<file path="src/verilog/selftest_pkg.sv">
package selftest_pkg;

    // Test steps, in run order
    localparam logic [2:0] STEP_CRC16_SWBOOT = 3'h0;
    localparam logic [2:0] STEP_CRC16_PLMAIN = 3'h1;
    localparam logic [2:0] STEP_CRC32_SWMAIN = 3'h2;
    localparam logic [2:0] STEP_CRC32_PLBOOT = 3'h3;
    localparam logic [2:0] STEP_KAT_ENC      = 3'h4;
    localparam logic [2:0] STEP_KAT_DEC      = 3'h5;
    localparam logic [2:0] STEP_KAT_HMAC     = 3'h6;
    localparam logic [2:0] STEP_LAST         = 3'h6;

    // Width select for the integrity engine
    localparam logic       CRC_WIDTH_16 = 1'b0;
    localparam logic       CRC_WIDTH_32 = 1'b1;

    // Sampling
    localparam logic [4:0] PORTION_COUNT   = 5'h11;
    localparam logic [4:0] PORTION_LAST    = 5'h10;
    localparam logic [4:0] PORTION_RESET   = 5'h00;
    localparam int         SAMPLE_BITS     = 2008000;
    localparam logic [20:0] SAMPLE_BITS_W  = 21'h1ea3c0;

    // Status patterns
    localparam logic [3:0] IO_STATUS_FAIL  = 4'hc;
    localparam logic [3:0] IO_STATUS_OK    = 4'h0;
    localparam logic [3:0] IO_STATUS_BUSY  = 4'h1;
    localparam logic [3:0] ADMIN_FAIL      = 4'hc;
    localparam logic [3:0] ADMIN_OK        = 4'h0;
    localparam logic [31:0] REASON_HMAC    = 32'h00001000;
    localparam logic [31:0] REASON_NONE    = 32'h00000000;

    typedef enum {
        ST_IDLE,
        ST_ISSUE,
        ST_WAIT,
        ST_READY,
        ST_FATAL
    } seq_state_t;

endpackage : selftest_pkg

</file>
<file path="src/verilog/selftest_sequencer.sv">
`timescale 1ns/1ns
// Functional notes
// RULE_01 - Full self-test on every power-up or reset
// RULE_02 - Block crypto until all tests pass
// RULE_03 - Any failure enters sticky fatal error
// RULE_04 - Failure holds link down, status 11XXb
// RULE_05 - 16-bit CRC: switch boot, logic main
// RULE_06 - 32-bit CRC: switch main, logic boot
// RULE_07 - XTS-AES 256 encrypt and decrypt tests
// RULE_08 - Keyed-hash verify test covers SHA-256
// RULE_09 - Self-test starts without operator input
// RULE_10 - Switch-only reset while module keeps running
// RULE_11 - Switch firmware in 17 portions, one per reset
// RULE_12 - Each sample checks 2,008,000 bits
// RULE_13 - Sampling also runs all known answer tests
// RULE_14 - Deterministic portion order covers all
// RULE_15 - Firmware load: HMAC digest compare
// RULE_16 - Failed update answers admin status 11XXb
// RULE_17 - Authentication failure reason code 0x00001000
// RULE_18 - Update invocation starts authentication automatically
// RULE_19 - Data output inhibited during tests or error
// RULE_20 - Portion index survives switch reset, wraps
module selftest_sequencer
(
    // Clock and reset
    input  wire logic        CLK,
    input  wire logic        RESET_N,
    // Switch-only reset request from the link error logic
    input  wire logic        SW_RESET_REQ,
    output logic             SW_RESET_OUT,
    // Integrity engine
    output logic             CRC_START,
    output logic             CRC_WIDTH,
    output logic [2:0]       CRC_IMAGE,
    output logic             CRC_SAMPLE,
    output logic [4:0]       CRC_PORTION,
    output logic [20:0]      CRC_BITS,
    input  wire logic        CRC_DONE,
    input  wire logic        CRC_PASS,
    // Known answer test engines
    output logic             KAT_START,
    output logic [2:0]       KAT_SEL,
    input  wire logic        KAT_DONE,
    input  wire logic        KAT_PASS,
    // Firmware update authentication
    input  wire logic        FW_UPDATE_REQ,
    output logic             HMAC_START,
    input  wire logic        HMAC_DONE,
    input  wire logic        HMAC_MATCH,
    output logic             FW_RESP_VALID,
    output logic [3:0]       ADMIN_STATUS,
    output logic [31:0]      ADMIN_REASON,
    // Status and gating
    output logic             CRYPTO_ENABLE,
    output logic             LINK_ENABLE,
    output logic             DATA_OUT_ENABLE,
    output logic [3:0]       IO_STATUS,
    output logic             FATAL_ERROR,
    output logic             SAMPLE_BUSY
);

    selftest_pkg::seq_state_t state_q;
    selftest_pkg::seq_state_t state_d;

    logic [2:0]  step_q;
    logic        sample_q;
    logic [4:0]  portion_q;
    logic        powerup_ok_q;
    logic        hmac_busy_q;
    logic        resp_q;
    logic [3:0]  admin_q;
    logic [31:0] reason_q;
    logic        swrst_q;
    logic        req_s1_q;
    logic        req_s2_q;
    logic        upd_s1_q;
    logic        upd_s2_q;
    logic        upd_prev_q;

    function automatic logic is_crc_step(input logic [2:0] s);
        is_crc_step = (s <= selftest_pkg::STEP_CRC32_PLBOOT);
    endfunction : is_crc_step

    // Async pins pass two flops first
    always_ff @(posedge CLK)
    begin
        req_s1_q <= SW_RESET_REQ;
        req_s2_q <= req_s1_q;
        upd_s1_q <= FW_UPDATE_REQ;
        upd_s2_q <= upd_s1_q;
    end

    wire step_done  = is_crc_step(step_q) ? CRC_DONE : KAT_DONE;
    wire step_pass  = is_crc_step(step_q) ? CRC_PASS : KAT_PASS;
    wire last_step  = (step_q == selftest_pkg::STEP_LAST);
    wire sw_req     = req_s2_q && (state_q == selftest_pkg::ST_READY);
    wire upd_rise   = upd_s2_q && !upd_prev_q;
    // Sampling covers only the switch main image
    wire [2:0] first_step = sample_q ? selftest_pkg::STEP_CRC32_SWMAIN
                                     : selftest_pkg::STEP_CRC16_SWBOOT;

    always_comb
    begin
        state_d = state_q;
        case (state_q)
            selftest_pkg::ST_IDLE:  state_d = selftest_pkg::ST_ISSUE;  // see RULE_09
            selftest_pkg::ST_ISSUE: state_d = selftest_pkg::ST_WAIT;
            selftest_pkg::ST_WAIT:
                if (step_done && !step_pass)
                    state_d = selftest_pkg::ST_FATAL;                  // see RULE_03
                else if (step_done && last_step)
                    state_d = selftest_pkg::ST_READY;
                else if (step_done)
                    state_d = selftest_pkg::ST_ISSUE;
            selftest_pkg::ST_READY:
                if (sw_req)
                    state_d = selftest_pkg::ST_ISSUE;                  // see RULE_10
            selftest_pkg::ST_FATAL: state_d = selftest_pkg::ST_FATAL;  // see RULE_03
            default:                state_d = selftest_pkg::ST_FATAL;
        endcase
    end

    // Reset restarts the whole sequence from the first image
    always_ff @(posedge CLK)
    begin
        if (!RESET_N)
        begin
            state_q      <= selftest_pkg::ST_IDLE;                     // see RULE_01
            step_q       <= selftest_pkg::STEP_CRC16_SWBOOT;
            sample_q     <= 1'b0;
            powerup_ok_q <= 1'b0;
        end
        else
        begin
            state_q <= state_d;
            if (sw_req)
            begin
                sample_q <= 1'b1;
                step_q   <= selftest_pkg::STEP_CRC32_SWMAIN;           // see RULE_11
            end
            else if (state_q == selftest_pkg::ST_IDLE)
                step_q <= first_step;
            else if (state_q == selftest_pkg::ST_WAIT && step_done && step_pass && !last_step)
            begin
                // Sampling skips the other images, then runs every test
                if (sample_q && step_q == selftest_pkg::STEP_CRC32_SWMAIN)
                    step_q <= selftest_pkg::STEP_KAT_ENC;              // see RULE_13
                else
                    step_q <= step_q + 3'h1;
            end
            if (state_d == selftest_pkg::ST_READY && state_q == selftest_pkg::ST_WAIT)
            begin
                powerup_ok_q <= 1'b1;
                sample_q     <= 1'b0;
            end
        end
    end

    // Portion index is not cleared by the switch reset; only module reset or the wrap after PORTION_LAST clears it
    always_ff @(posedge CLK)
    begin
        if (!RESET_N)
            portion_q <= selftest_pkg::PORTION_RESET;
        else if (sample_q && state_q == selftest_pkg::ST_WAIT && step_done && step_pass
                 && step_q == selftest_pkg::STEP_CRC32_SWMAIN)
            portion_q <= (portion_q == selftest_pkg::PORTION_LAST)
                       ? selftest_pkg::PORTION_RESET : portion_q + 5'h01;  // see RULE_20
    end

    // Switch reset pulse; the rest of the module keeps running
    always_ff @(posedge CLK)
    begin
        if (!RESET_N)
            swrst_q <= 1'b0;
        else
            swrst_q <= sw_req;                                         // see RULE_10
    end

    // Firmware update authentication
    always_ff @(posedge CLK)
    begin
        if (!RESET_N)
        begin
            upd_prev_q  <= 1'b0;
            hmac_busy_q <= 1'b0;
            resp_q      <= 1'b0;
            admin_q     <= selftest_pkg::ADMIN_OK;
            reason_q    <= selftest_pkg::REASON_NONE;
        end
        else
        begin
            upd_prev_q <= upd_s2_q;
            resp_q     <= 1'b0;
            if (upd_rise && !hmac_busy_q && CRYPTO_ENABLE)
                hmac_busy_q <= 1'b1;                                   // see RULE_18
            else if (hmac_busy_q && HMAC_DONE)
            begin
                hmac_busy_q <= 1'b0;
                resp_q      <= 1'b1;
                admin_q     <= HMAC_MATCH ? selftest_pkg::ADMIN_OK
                                          : selftest_pkg::ADMIN_FAIL;      // see RULE_16
                reason_q    <= HMAC_MATCH ? selftest_pkg::REASON_NONE
                                          : selftest_pkg::REASON_HMAC;     // see RULE_17
            end
        end
    end

    wire issuing = (state_q == selftest_pkg::ST_ISSUE);

    // Engine commands
    assign CRC_START   = issuing && is_crc_step(step_q);
    assign CRC_WIDTH   = (step_q <= selftest_pkg::STEP_CRC16_PLMAIN)
                       ? selftest_pkg::CRC_WIDTH_16 : selftest_pkg::CRC_WIDTH_32;  // see RULE_05
    assign CRC_IMAGE   = step_q;                                       // see RULE_06
    assign CRC_SAMPLE  = sample_q;
    assign CRC_PORTION = portion_q;                                    // see RULE_14
    assign CRC_BITS    = sample_q ? selftest_pkg::SAMPLE_BITS_W : 21'h000000;  // see RULE_12
    assign KAT_START   = issuing && !is_crc_step(step_q);              // see RULE_07
    assign KAT_SEL     = step_q;                                       // see RULE_08
    assign HMAC_START  = upd_rise && !hmac_busy_q && CRYPTO_ENABLE;    // see RULE_15
    assign FW_RESP_VALID = resp_q;
    assign ADMIN_STATUS  = admin_q;
    assign ADMIN_REASON  = reason_q;
    assign SW_RESET_OUT  = swrst_q;

    // Gating
    assign FATAL_ERROR     = (state_q == selftest_pkg::ST_FATAL);
    assign CRYPTO_ENABLE   = (state_q == selftest_pkg::ST_READY);      // see RULE_02
    assign DATA_OUT_ENABLE = CRYPTO_ENABLE;                            // see RULE_19
    // Link trains only after the first power-up pass; a sampling run leaves it up
    assign LINK_ENABLE     = powerup_ok_q && !FATAL_ERROR;             // see RULE_04
    assign IO_STATUS       = FATAL_ERROR ? selftest_pkg::IO_STATUS_FAIL
                           : (CRYPTO_ENABLE ? selftest_pkg::IO_STATUS_OK
                                            : selftest_pkg::IO_STATUS_BUSY);  // see RULE_04
    assign SAMPLE_BUSY     = sample_q;
endmodule : selftest_sequencer

</file>
<file path="config.mk">
export PLATFORM = sky130hd
export DESIGN_NAME = selftest_sequencer
export DESIGN_NICKNAME = d
export VERILOG_FILES = /design/src/verilog/selftest_pkg.sv /design/src/verilog/selftest_sequencer.sv
export SDC_FILE = /design/constraint.sdc
export NUM_CORES = 1
export LEC_CHECK = 0
export ABC_AREA = 0
export BUFFER_PORTS_ARGS = -buffer_cell sky130_fd_sc_hd__buf_2
export CAP_MARGIN = 10
export CORE_ASPECT_RATIO = 0.75
export CORE_UTILIZATION = 48
export CTS_CLUSTER_SIZE = 12
export DETAILED_ROUTE_END_ITERATION = 8
export MAX_ROUTING_LAYER = met4
export PLACE_DENSITY = 0.83
export SYNTH_ARGS = -nofsm -noshare
export SYNTH_HDL_FRONTEND = slang
export SYNTH_SLANG_ARGS = --single-unit
</file>
<file path="constraint.sdc">
create_clock -name CLK -period 2.6 [get_ports CLK]
set_input_delay 0.39 -clock CLK [delete_from_list [all_inputs] [get_ports CLK]]
set_output_delay 0.39 -clock CLK [all_outputs]
set_load 0.005 [all_outputs]
</file>
==> summary by stage, run 1 <==
Clock network
The worst-skew pair later-pin latency is 0.31 ns. The number of buffers created by CTS is 5. The maximum root-to-sink buffer count is 2. The clock edge transition at the registers on the reported setup and hold paths is 0.09 ns. Hold repair after CTS inserted 0 buffers. The clock tree root buffer cell is clkbuf_8. TritonCTS built the clock tree. The tree built by TritonCTS fans out to 51 sinks. The clock tree synthesis step divided the H-tree into 2 levels.

Power and ir drop
After layout, the design draws a total of 1.32 mW. For this design the ratio of total power to cell area is 523 nW/um^2. The peak ir drop on the vdd network is 291 uV. The leakage dissipation is 1.22 nW.

Critical path
The worst path required time is 2.21 ns. Following the worst setup path forward leads to its endpoint at KAT_START. In this run the register-to-register setup slack is 0.30 ns. The critical path endpoint category is a primary output. The critical path data arrival time is 1.95 ns. The critical path in this run is classified as reg2out. The startpoint of the lowest-slack register-to-register path is CRC_IMAGE[0]. The largest stage delay on the critical path is 0.32 ns.

The gate family responsible for the most delay along the worst path is simple AND/OR/NAND/NOR gates. The beginning of the critical path is state_q[14]. The library cell appearing most often on the critical path is nor4_1.

The startpoint kind of the worst setup timing path is a flip-flop. On the critical path, the stage with the largest delay is an instance of dfxtp_1. The buffer and inverter count on the worst path is 1. In this run the worst path has a maximum fanout of 15. The endpoint of the worst register-to-register path is CRC_PORTION[0]. Traced cell by cell, the critical path runs through nor4_1, and4_1, nand2_2, nor4_1, buf_2. The worst-case reg-to-reg path depth is 7. The total number of cells along the worst setup path is 5.

Route
After the first detailed-routing iteration, the DRC count stood at 87. The count of unresolved DRC violations after routing is 0. Dividing the detail-routed via count by the number of cells gives 4.64. The final routed wirelength across all metal layers is 4.02 mm. The pre-antenna-repair detailed-routing pass consisted of 4 iterations. For this block, the via count after detailed routing is 1688. The number of nets with antenna violations after routing is 0. The routed wire length per instance is 11.0 um.

Timing
The max-slew violation count was 0. Setup repair after global routing left no endpoint under its margin. The relative max-transition margin is 67.4%. Across all hold checks on the routed design, the worst slack comes to 0.177 ns.

The shortest period the worst path allows is 2.34 ns. Clock skew on the completed layout was measured at 0.00548 ns. The final-report hold violation count came to 0. Timing would allow up to 427 MHz. The count of final setup violators is 0. In the finished design, the share of the clock period the worst path needs comes to 90.2%. The setup TNS after final layout is 0 ns. The transition time of the tightest slew-check pin is 0.477 ns.

Synthesis
Summing the sequential cell areas from Yosys gives 43.8% of the chip area. The most used flip-flop cell after synthesis is dfxtp_1. The post-synthesis area per instance is 9.51 um^2. Summed over all instances, the cell type with the most area after synthesis is dfxtp_1. Summed over its instances, the top area cell type makes up 43.8% of the synthesized netlist area. Counting distinct cell types in the post-synthesis netlist gives 43. The number of enable-type register cells in the synthesized netlist is 0. The total number of yosys warnings is 0. The cell count after synthesis is 245. For this run, asynchronously set or reset flops after synthesis account for 0%. Counting flops and latches in the post-synthesis netlist gives 51.

Yosys attributes the largest share of cell area to dfxtp_1 44%, buf_4 21%, ha_1 3.2%. In this run the cell area of the synthesized design comes to 2330 um^2.

Finish
The growth of design area from synthesis to finish is 8.11%. The area taken by flip-flops and latches is 1020 um^2. The footprint of the multi-input gates is 1060 um^2.

The number of nets in the finished design is 322. At the end of the flow the core is filled with cells to 55.1%. The layout cell share with drive strength beyond 1 is 20.8%.

The count of antenna diodes in the layout is 0. The number of fill cells is 428.

Outcome
The flow ran to the end, and the final reports show no timing, DRC or antenna violations.

GRT
The via count of the first global-routing pass came to 1487. The leftover overflow at the end of global routing is 0. For this run, the total global-route usage over all layers was measured as 18.0%. The first global-routing pass estimated 6.81 mm of wire. The maximum number of pins on one net before global-route repair is 18. The number of antenna violations at the first check in global routing was 0.

Place
The quantity of I/O buffers inserted on ports is 48. The routability congestion estimate from global placement is 0.862. The HPWL reported at the end of detailed placement is 3.10 mm.

Floorplanning
Once the floorplan was initialized, standard cells occupied 51.0% of the core. In this run the count of I/O pins placed on the die edge is 94. The core region is 4570 um^2. The count of standard-cell rows is 21. The die covers 5140 um^2. Measured along the y axis, the die boundary spans 62.3 um. From left edge to right edge, the die measures 82.4 um.

Run
The number of maximum-capacitance violations is 0.

Worst hold path
The type of the tightest min-delay check is in2reg.
worst min path at each step:
stage                   from        to  slack [ns]  depth (start not counted)
4_1_cts        FW_UPDATE_REQ  upd_s1_q        0.17                          1
3_3_place_gp        upd_s1_q  upd_s2_q        0.32                          0
2_1_floorplan       req_s1_q  req_s2_q        0.31                          0
6_report       FW_UPDATE_REQ  upd_s1_q        0.18                          1
3_5_place_dp        req_s1_q  req_s2_q        0.32                          0
5_1_grt        FW_UPDATE_REQ  upd_s1_q        0.16                          1
layout make-up:
type	count	share of cell area, %
multi-input combinational	190	42.1
inverter	10	1.49
sequential	51	40.5
timing repair buffer	48	9.54
clock buffer	5	2.73
tap	57	2.83
clock inverter	3	0.745
cell families (layout without fill, tap and decap cells):
kind of cell             count (synthesis)  after routing  share of synthesized area [%]
multiplexers                             1              1                          0.430
flip-flops                              51             51                           43.8
AND/OR/NAND/NOR                         69             69                           17.5
buffers and inverters                   77             66                           22.7
other                                    1             74                          0.161
AO/OA/AOI/OAI                           40             40                           12.1
adder cells (fa/ha/maj)                  6              6                           3.22
stage by stage:
step / std cells / instance area (um^2) / worst slack, ns
2_1_floorplan: 318 / 2600 / 0.511
3_3_place_gp: 356 / 2420 / 0.434
3_5_place_dp: 356 / 2420 / 0.310
4_1_cts: 364 / 2510 / 0.0840
5_1_grt: 364 / 2520 / 0.0517
6_report: 364 / 2520 / 0.255
report_power, final:
part           internal [mW]  leakage, nW  switching, mW  total [mW]
clock network          0.190       0.0483          0.260       0.449
logic                 0.0116        0.743         0.0360      0.0476
registers              0.810        0.424         0.0103       0.820
total                   1.01         1.22          0.306        1.32
placed cells by master, fill, tap and decap left out, types with 6 or more instances in the layout:
| cell type | Yosys | routed |
|---|---|---|
| inv_1 | 9 | 9 |
| dfxtp_1 | 51 | 51 |
| ha_1 | 6 | 6 |
| a21oi_1 | 8 | 8 |
| nand2_1 | 9 | 8 |
| nor4_1 | 11 | 11 |
| o21ai_0 | 8 | 8 |
| buf_2 | 0 | 48 |
| conb_1 | 1 | 74 |
| nor3_1 | 8 | 7 |
| nor2_1 | 9 | 9 |
routing by layer:
metal / global-route usage (%) / wire, um / vias up / part of all wire [%]
met5: - / 0 / - / 0
met3: 6.62 / 281 / 4 / 7.0
li1: - / - / 845 / -
met1: 23.2 / 1790 / 768 / 45
met2: 26.9 / 1910 / 71 / 47
met4: 3.95 / 36 / 0 / 0.90
cells in the mapped netlist (all sizes together) (2+ instances only):
cell	instances
buf	64
dfxtp	51
nor4	11
a21oi	10
inv	10
nand2	9
nor2	9
nor3	9
o21ai	9
ha	6
nand3	5
o21a	5
and3	4
or4	4
a31oi	3
and4	3
clkbuf	3
nand2b	3
nor2b	3
a211oi	2
a21o	2
a311oi	2
and2	2
nand3b	2
o311ai	2
o31ai	2
worst reg2reg max path: stages (launching register included):
cell and delay, ns:
dfxtp_1 0.52, ha_1 0.22, ha_1 0.33, inv_2 0.11, a21oi_4 0.22, o21ai_4 0.12, or4_4 0.53, o31ai_1 0.19
repair_timing:
action                                  CTS  global route
setup buffers                             0             0
resized for setup                         0             2
endpoints found under the setup margin    0             4
sequential cells by signal, indices dropped and copies added, names as in the netlist:
| name | cells |
|---|---|
| ADMIN_STATUS | 1 |
| upd_prev_q | 1 |
| CRC_PORTION | 5 |
| SW_RESET_OUT | 1 |
| req_s1_q | 1 |
| req_s2_q | 1 |
| CRC_SAMPLE | 1 |
| hmac_busy_q | 1 |
| upd_s2_q | 1 |
| state_q | 32 |
| upd_s1_q | 1 |
| CRC_IMAGE | 3 |
| powerup_ok_q | 1 |
| FW_RESP_VALID | 1 |
Note: power is estimated with default switching activity, not from simulation.
==> run 2: changes to the inputs <==
--- a/config.mk
+++ b/config.mk
@@ -13,7 +13,7 @@
 export CTS_CLUSTER_SIZE = 12
 export DETAILED_ROUTE_END_ITERATION = 8
 export MAX_ROUTING_LAYER = met4
-export PLACE_DENSITY = 0.83
+export PLACE_DENSITY_LB_ADDON = 0.25
 export SYNTH_ARGS = -nofsm -noshare
 export SYNTH_HDL_FRONTEND = slang
 export SYNTH_SLANG_ARGS = --single-unit
==> run 2 against run 1 <==
  * Die area is the same
  * First-iteration DRC count shrank 21%
  * Hold slack gained 0.015 ns
  * Highest routed layer unchanged
==> summary by stage, run 2 (same netlist as run 1, synthesis figures left out) <==
Worst hold path
The type of the tightest min-delay check is in2reg (unchanged).

Finish
The count of placed standard cells in the final layout, fillers left out came to 364 (unchanged). The layout cell share with drive strength beyond 1 was 20.2% (was 20.8%). The most frequent standard cell in the layout excluding fill and tap cells is conb_1 (unchanged). Leading cell types in the layout, fill and taps excluded: 74 x conb_1, 51 x dfxtp_1, 48 x buf_2 (unchanged).

The largest register by flop count is state_q (unchanged). The growth of design area from synthesis to finish came to 8.92% (was 8.11%). The number of nets in the finished design is 322 (unchanged). The count of antenna diodes in the layout is 0 (unchanged). The number of flip-flops in the largest register was 32 (unchanged).

Floorplanning
The count of standard-cell rows is 21 (unchanged). The floorplan die height was 62.3 um (unchanged). The initial core utilization is 51.0% (unchanged). The overall die width was 82.4 um (unchanged).

The die area came to 5140 um^2 (unchanged). The number of I/O pins is 94 (unchanged). The area of the placeable core is 4570 um^2 (unchanged).

Clock network
The clock tree from TritonCTS is yes (unchanged). The worst-skew pair later-pin latency is 0.29 ns (was 0.31 ns). The maximum root-to-sink buffer count is 2 (unchanged).

The clock sink count is 51 (unchanged). The clock tree root buffer cell is clkbuf_8 (unchanged). The clock edge transition at the registers on the reported setup and hold paths was 0.09 ns (about the same). The number of hold buffers added after cts was 0 (unchanged). The number of gates resized after cts is 0 (unchanged). The count of H-tree levels built during CTS was 2 (unchanged). The number of buffers created by CTS is 5 (unchanged). The count of buffers added by post-CTS timing repair for setup is 0 (unchanged).

Timing
The relative max-transition margin is 64.9% (was 67.4%). The post-route clock period utilization came to 89.1% (was 90.2%). The max-slew violation count is 0 (unchanged). The final hold slack was 0.192 ns (was 0.177 ns). The setup clock skew after layout was 0.00765 ns (was 0.00548 ns). The final-report hold violation count is 0 (unchanged). The count of final setup violators was 0 (unchanged).

The setup TNS after final layout is 0 ns (unchanged). Setup repair after global routing missed its margin: no (unchanged). The highest attainable clock frequency was 432 MHz (was 427 MHz). The transition time of the tightest slew-check pin was 0.513 ns (was 0.477 ns).

The shortest period the worst path allows was 2.32 ns (was 2.34 ns).

Power and ir drop
The power per cell area came to 553 nW/um^2 (was 523 nW/um^2). The net switching component of the power is 0.292 mW (was 0.306 mW). The design internal power is 1.11 mW (was 1.01 mW).

The part of the total power dissipated in the clock network is 38.4% (was 34.1%). The leakage dissipation is 1.22 nW (about the same). The switching share of power came to 20.8% (was 23.2%). The combinational fraction of design power is 3.3% (was 3.6%). The overall power was 1.40 mW (was 1.32 mW). The share of total power in sequential cells is 58.3% (was 62.3%).

The peak ir drop on the vdd network is 361 uV (was 291 uV).

Place
The total instance count after detailed placement is 356 (unchanged). The HPWL reported at the end of detailed placement is 2.90 mm (was 3.10 mm). The quantity of I/O buffers inserted on ports is 48 (unchanged).

The routability congestion estimate from global placement is 0.789 (was 0.862).

GRT
The leftover overflow at the end of global routing was 0 (unchanged). The maximum number of pins on one net before global-route repair came to 18 (unchanged). The via count of the first global-routing pass is 1387 (was 1487).

The first-pass GRT wire length came to 6.22 mm (was 6.81 mm). The number of antenna violations at the first check in global routing is 0 (unchanged). The total routing resource utilization after global routing is 16.1% (was 18.0%).

Route
The initial detailed-routing violation count came to 69 (was 87). The via count is 1619 (was 1688). The final routed wirelength across all metal layers is 3.78 mm (was 4.02 mm). The count of unresolved DRC violations after routing is 0 (unchanged).

The routed wire length per instance is 10.4 um (was 11.0 um). The routed via count divided by cell count is 4.45 (was 4.64). The number of nets with antenna violations after routing is 0 (unchanged). The detailed-routing iteration count for the pre-antenna-repair pass is 4 (unchanged).

Critical path
The startpoint kind of the worst setup timing path is a flip-flop (unchanged). The critical path data arrival time came to 1.93 ns (was 1.95 ns). The maximum fanout along the worst path is 15 (unchanged). The worst path required time was 2.21 ns (about the same). The critical path endpoint category is a primary output (unchanged). The category of the most critical setup path is reg2out (unchanged).

Run
The number of maximum-capacitance violations is 0 (unchanged).

Outcome
Outcome: finished, final reports clean (unchanged).
## run 2: cell types whose count changed in the layout (fill, tap and decap cells not counted)
cell       previous run  this run
clkinv_2              2         0
nor3_1                7         8
nor3_2                1         0
clkbuf_1              0         1
bufinv_16             0         1
## run 2: per-stage QoR
stage	cell area [um^2]	setup WS [ns]	utilization, %
global placement	2420	0.416	53.0
detailed placement	2420	0.346	53.0
finish	2540	0.283	55.5
CTS	2530	0.158	55.4
floorplan	2600	0.511	-
global route	2540	0.122	55.5
## run 2: power groups by stage
stage	sequential (mW)	clock [mW]	combinational, mW
floorplan	0.835	0	0.0813
global placement	0.838	0	0.0439
detailed placement	0.838	0	0.0443
CTS	0.820	0.551	0.0444
global route	0.823	0.601	0.0567
finish	0.819	0.539	0.0461
## run 2: final cells by class
type	instances	area (um^2)
repair buffers	48	240
clock buffers	6	72.6
flip-flops and latches	51	1020
fillers	443	2030
multi-input cells	190	1060
inverters	10	37.5
clock inverters	2	38.8
well taps	57	71.3
## run 2: worst max-delay path, stage by stage, from the launching register on
cell and delay, ns:
dfxtp_1 0.32, nor4_1 0.29, and4_1 0.32, nand2_2 0.21, nor3_1 0.32, buf_2 0.17
## run 2: final timing paths
| check | from | end | slack (ns) | depth (start not counted) |
|---|---|---|---|---|
| max | state_q[23] | HMAC_START | 0.28 | 5 |
| min | FW_UPDATE_REQ | upd_s1_q | 0.19 | 1 |
| max reg2reg | CRC_IMAGE[0] | CRC_PORTION[0] | 0.33 | 7 |
| min reg2reg | upd_s1_q | upd_s2_q | 0.33 | 0 |
## run 2: metal layers
layer  up-vias  part of all wire [%]  wire length [um]  GRT usage, %
met1       719                    46              1740          20.5
met2        59                    48              1810          25.0
met4         0                  0.48                18          4.17
met5         -                     0                 0             -
met3         2                   5.6               210          4.56
li1        839                     -                 -             -
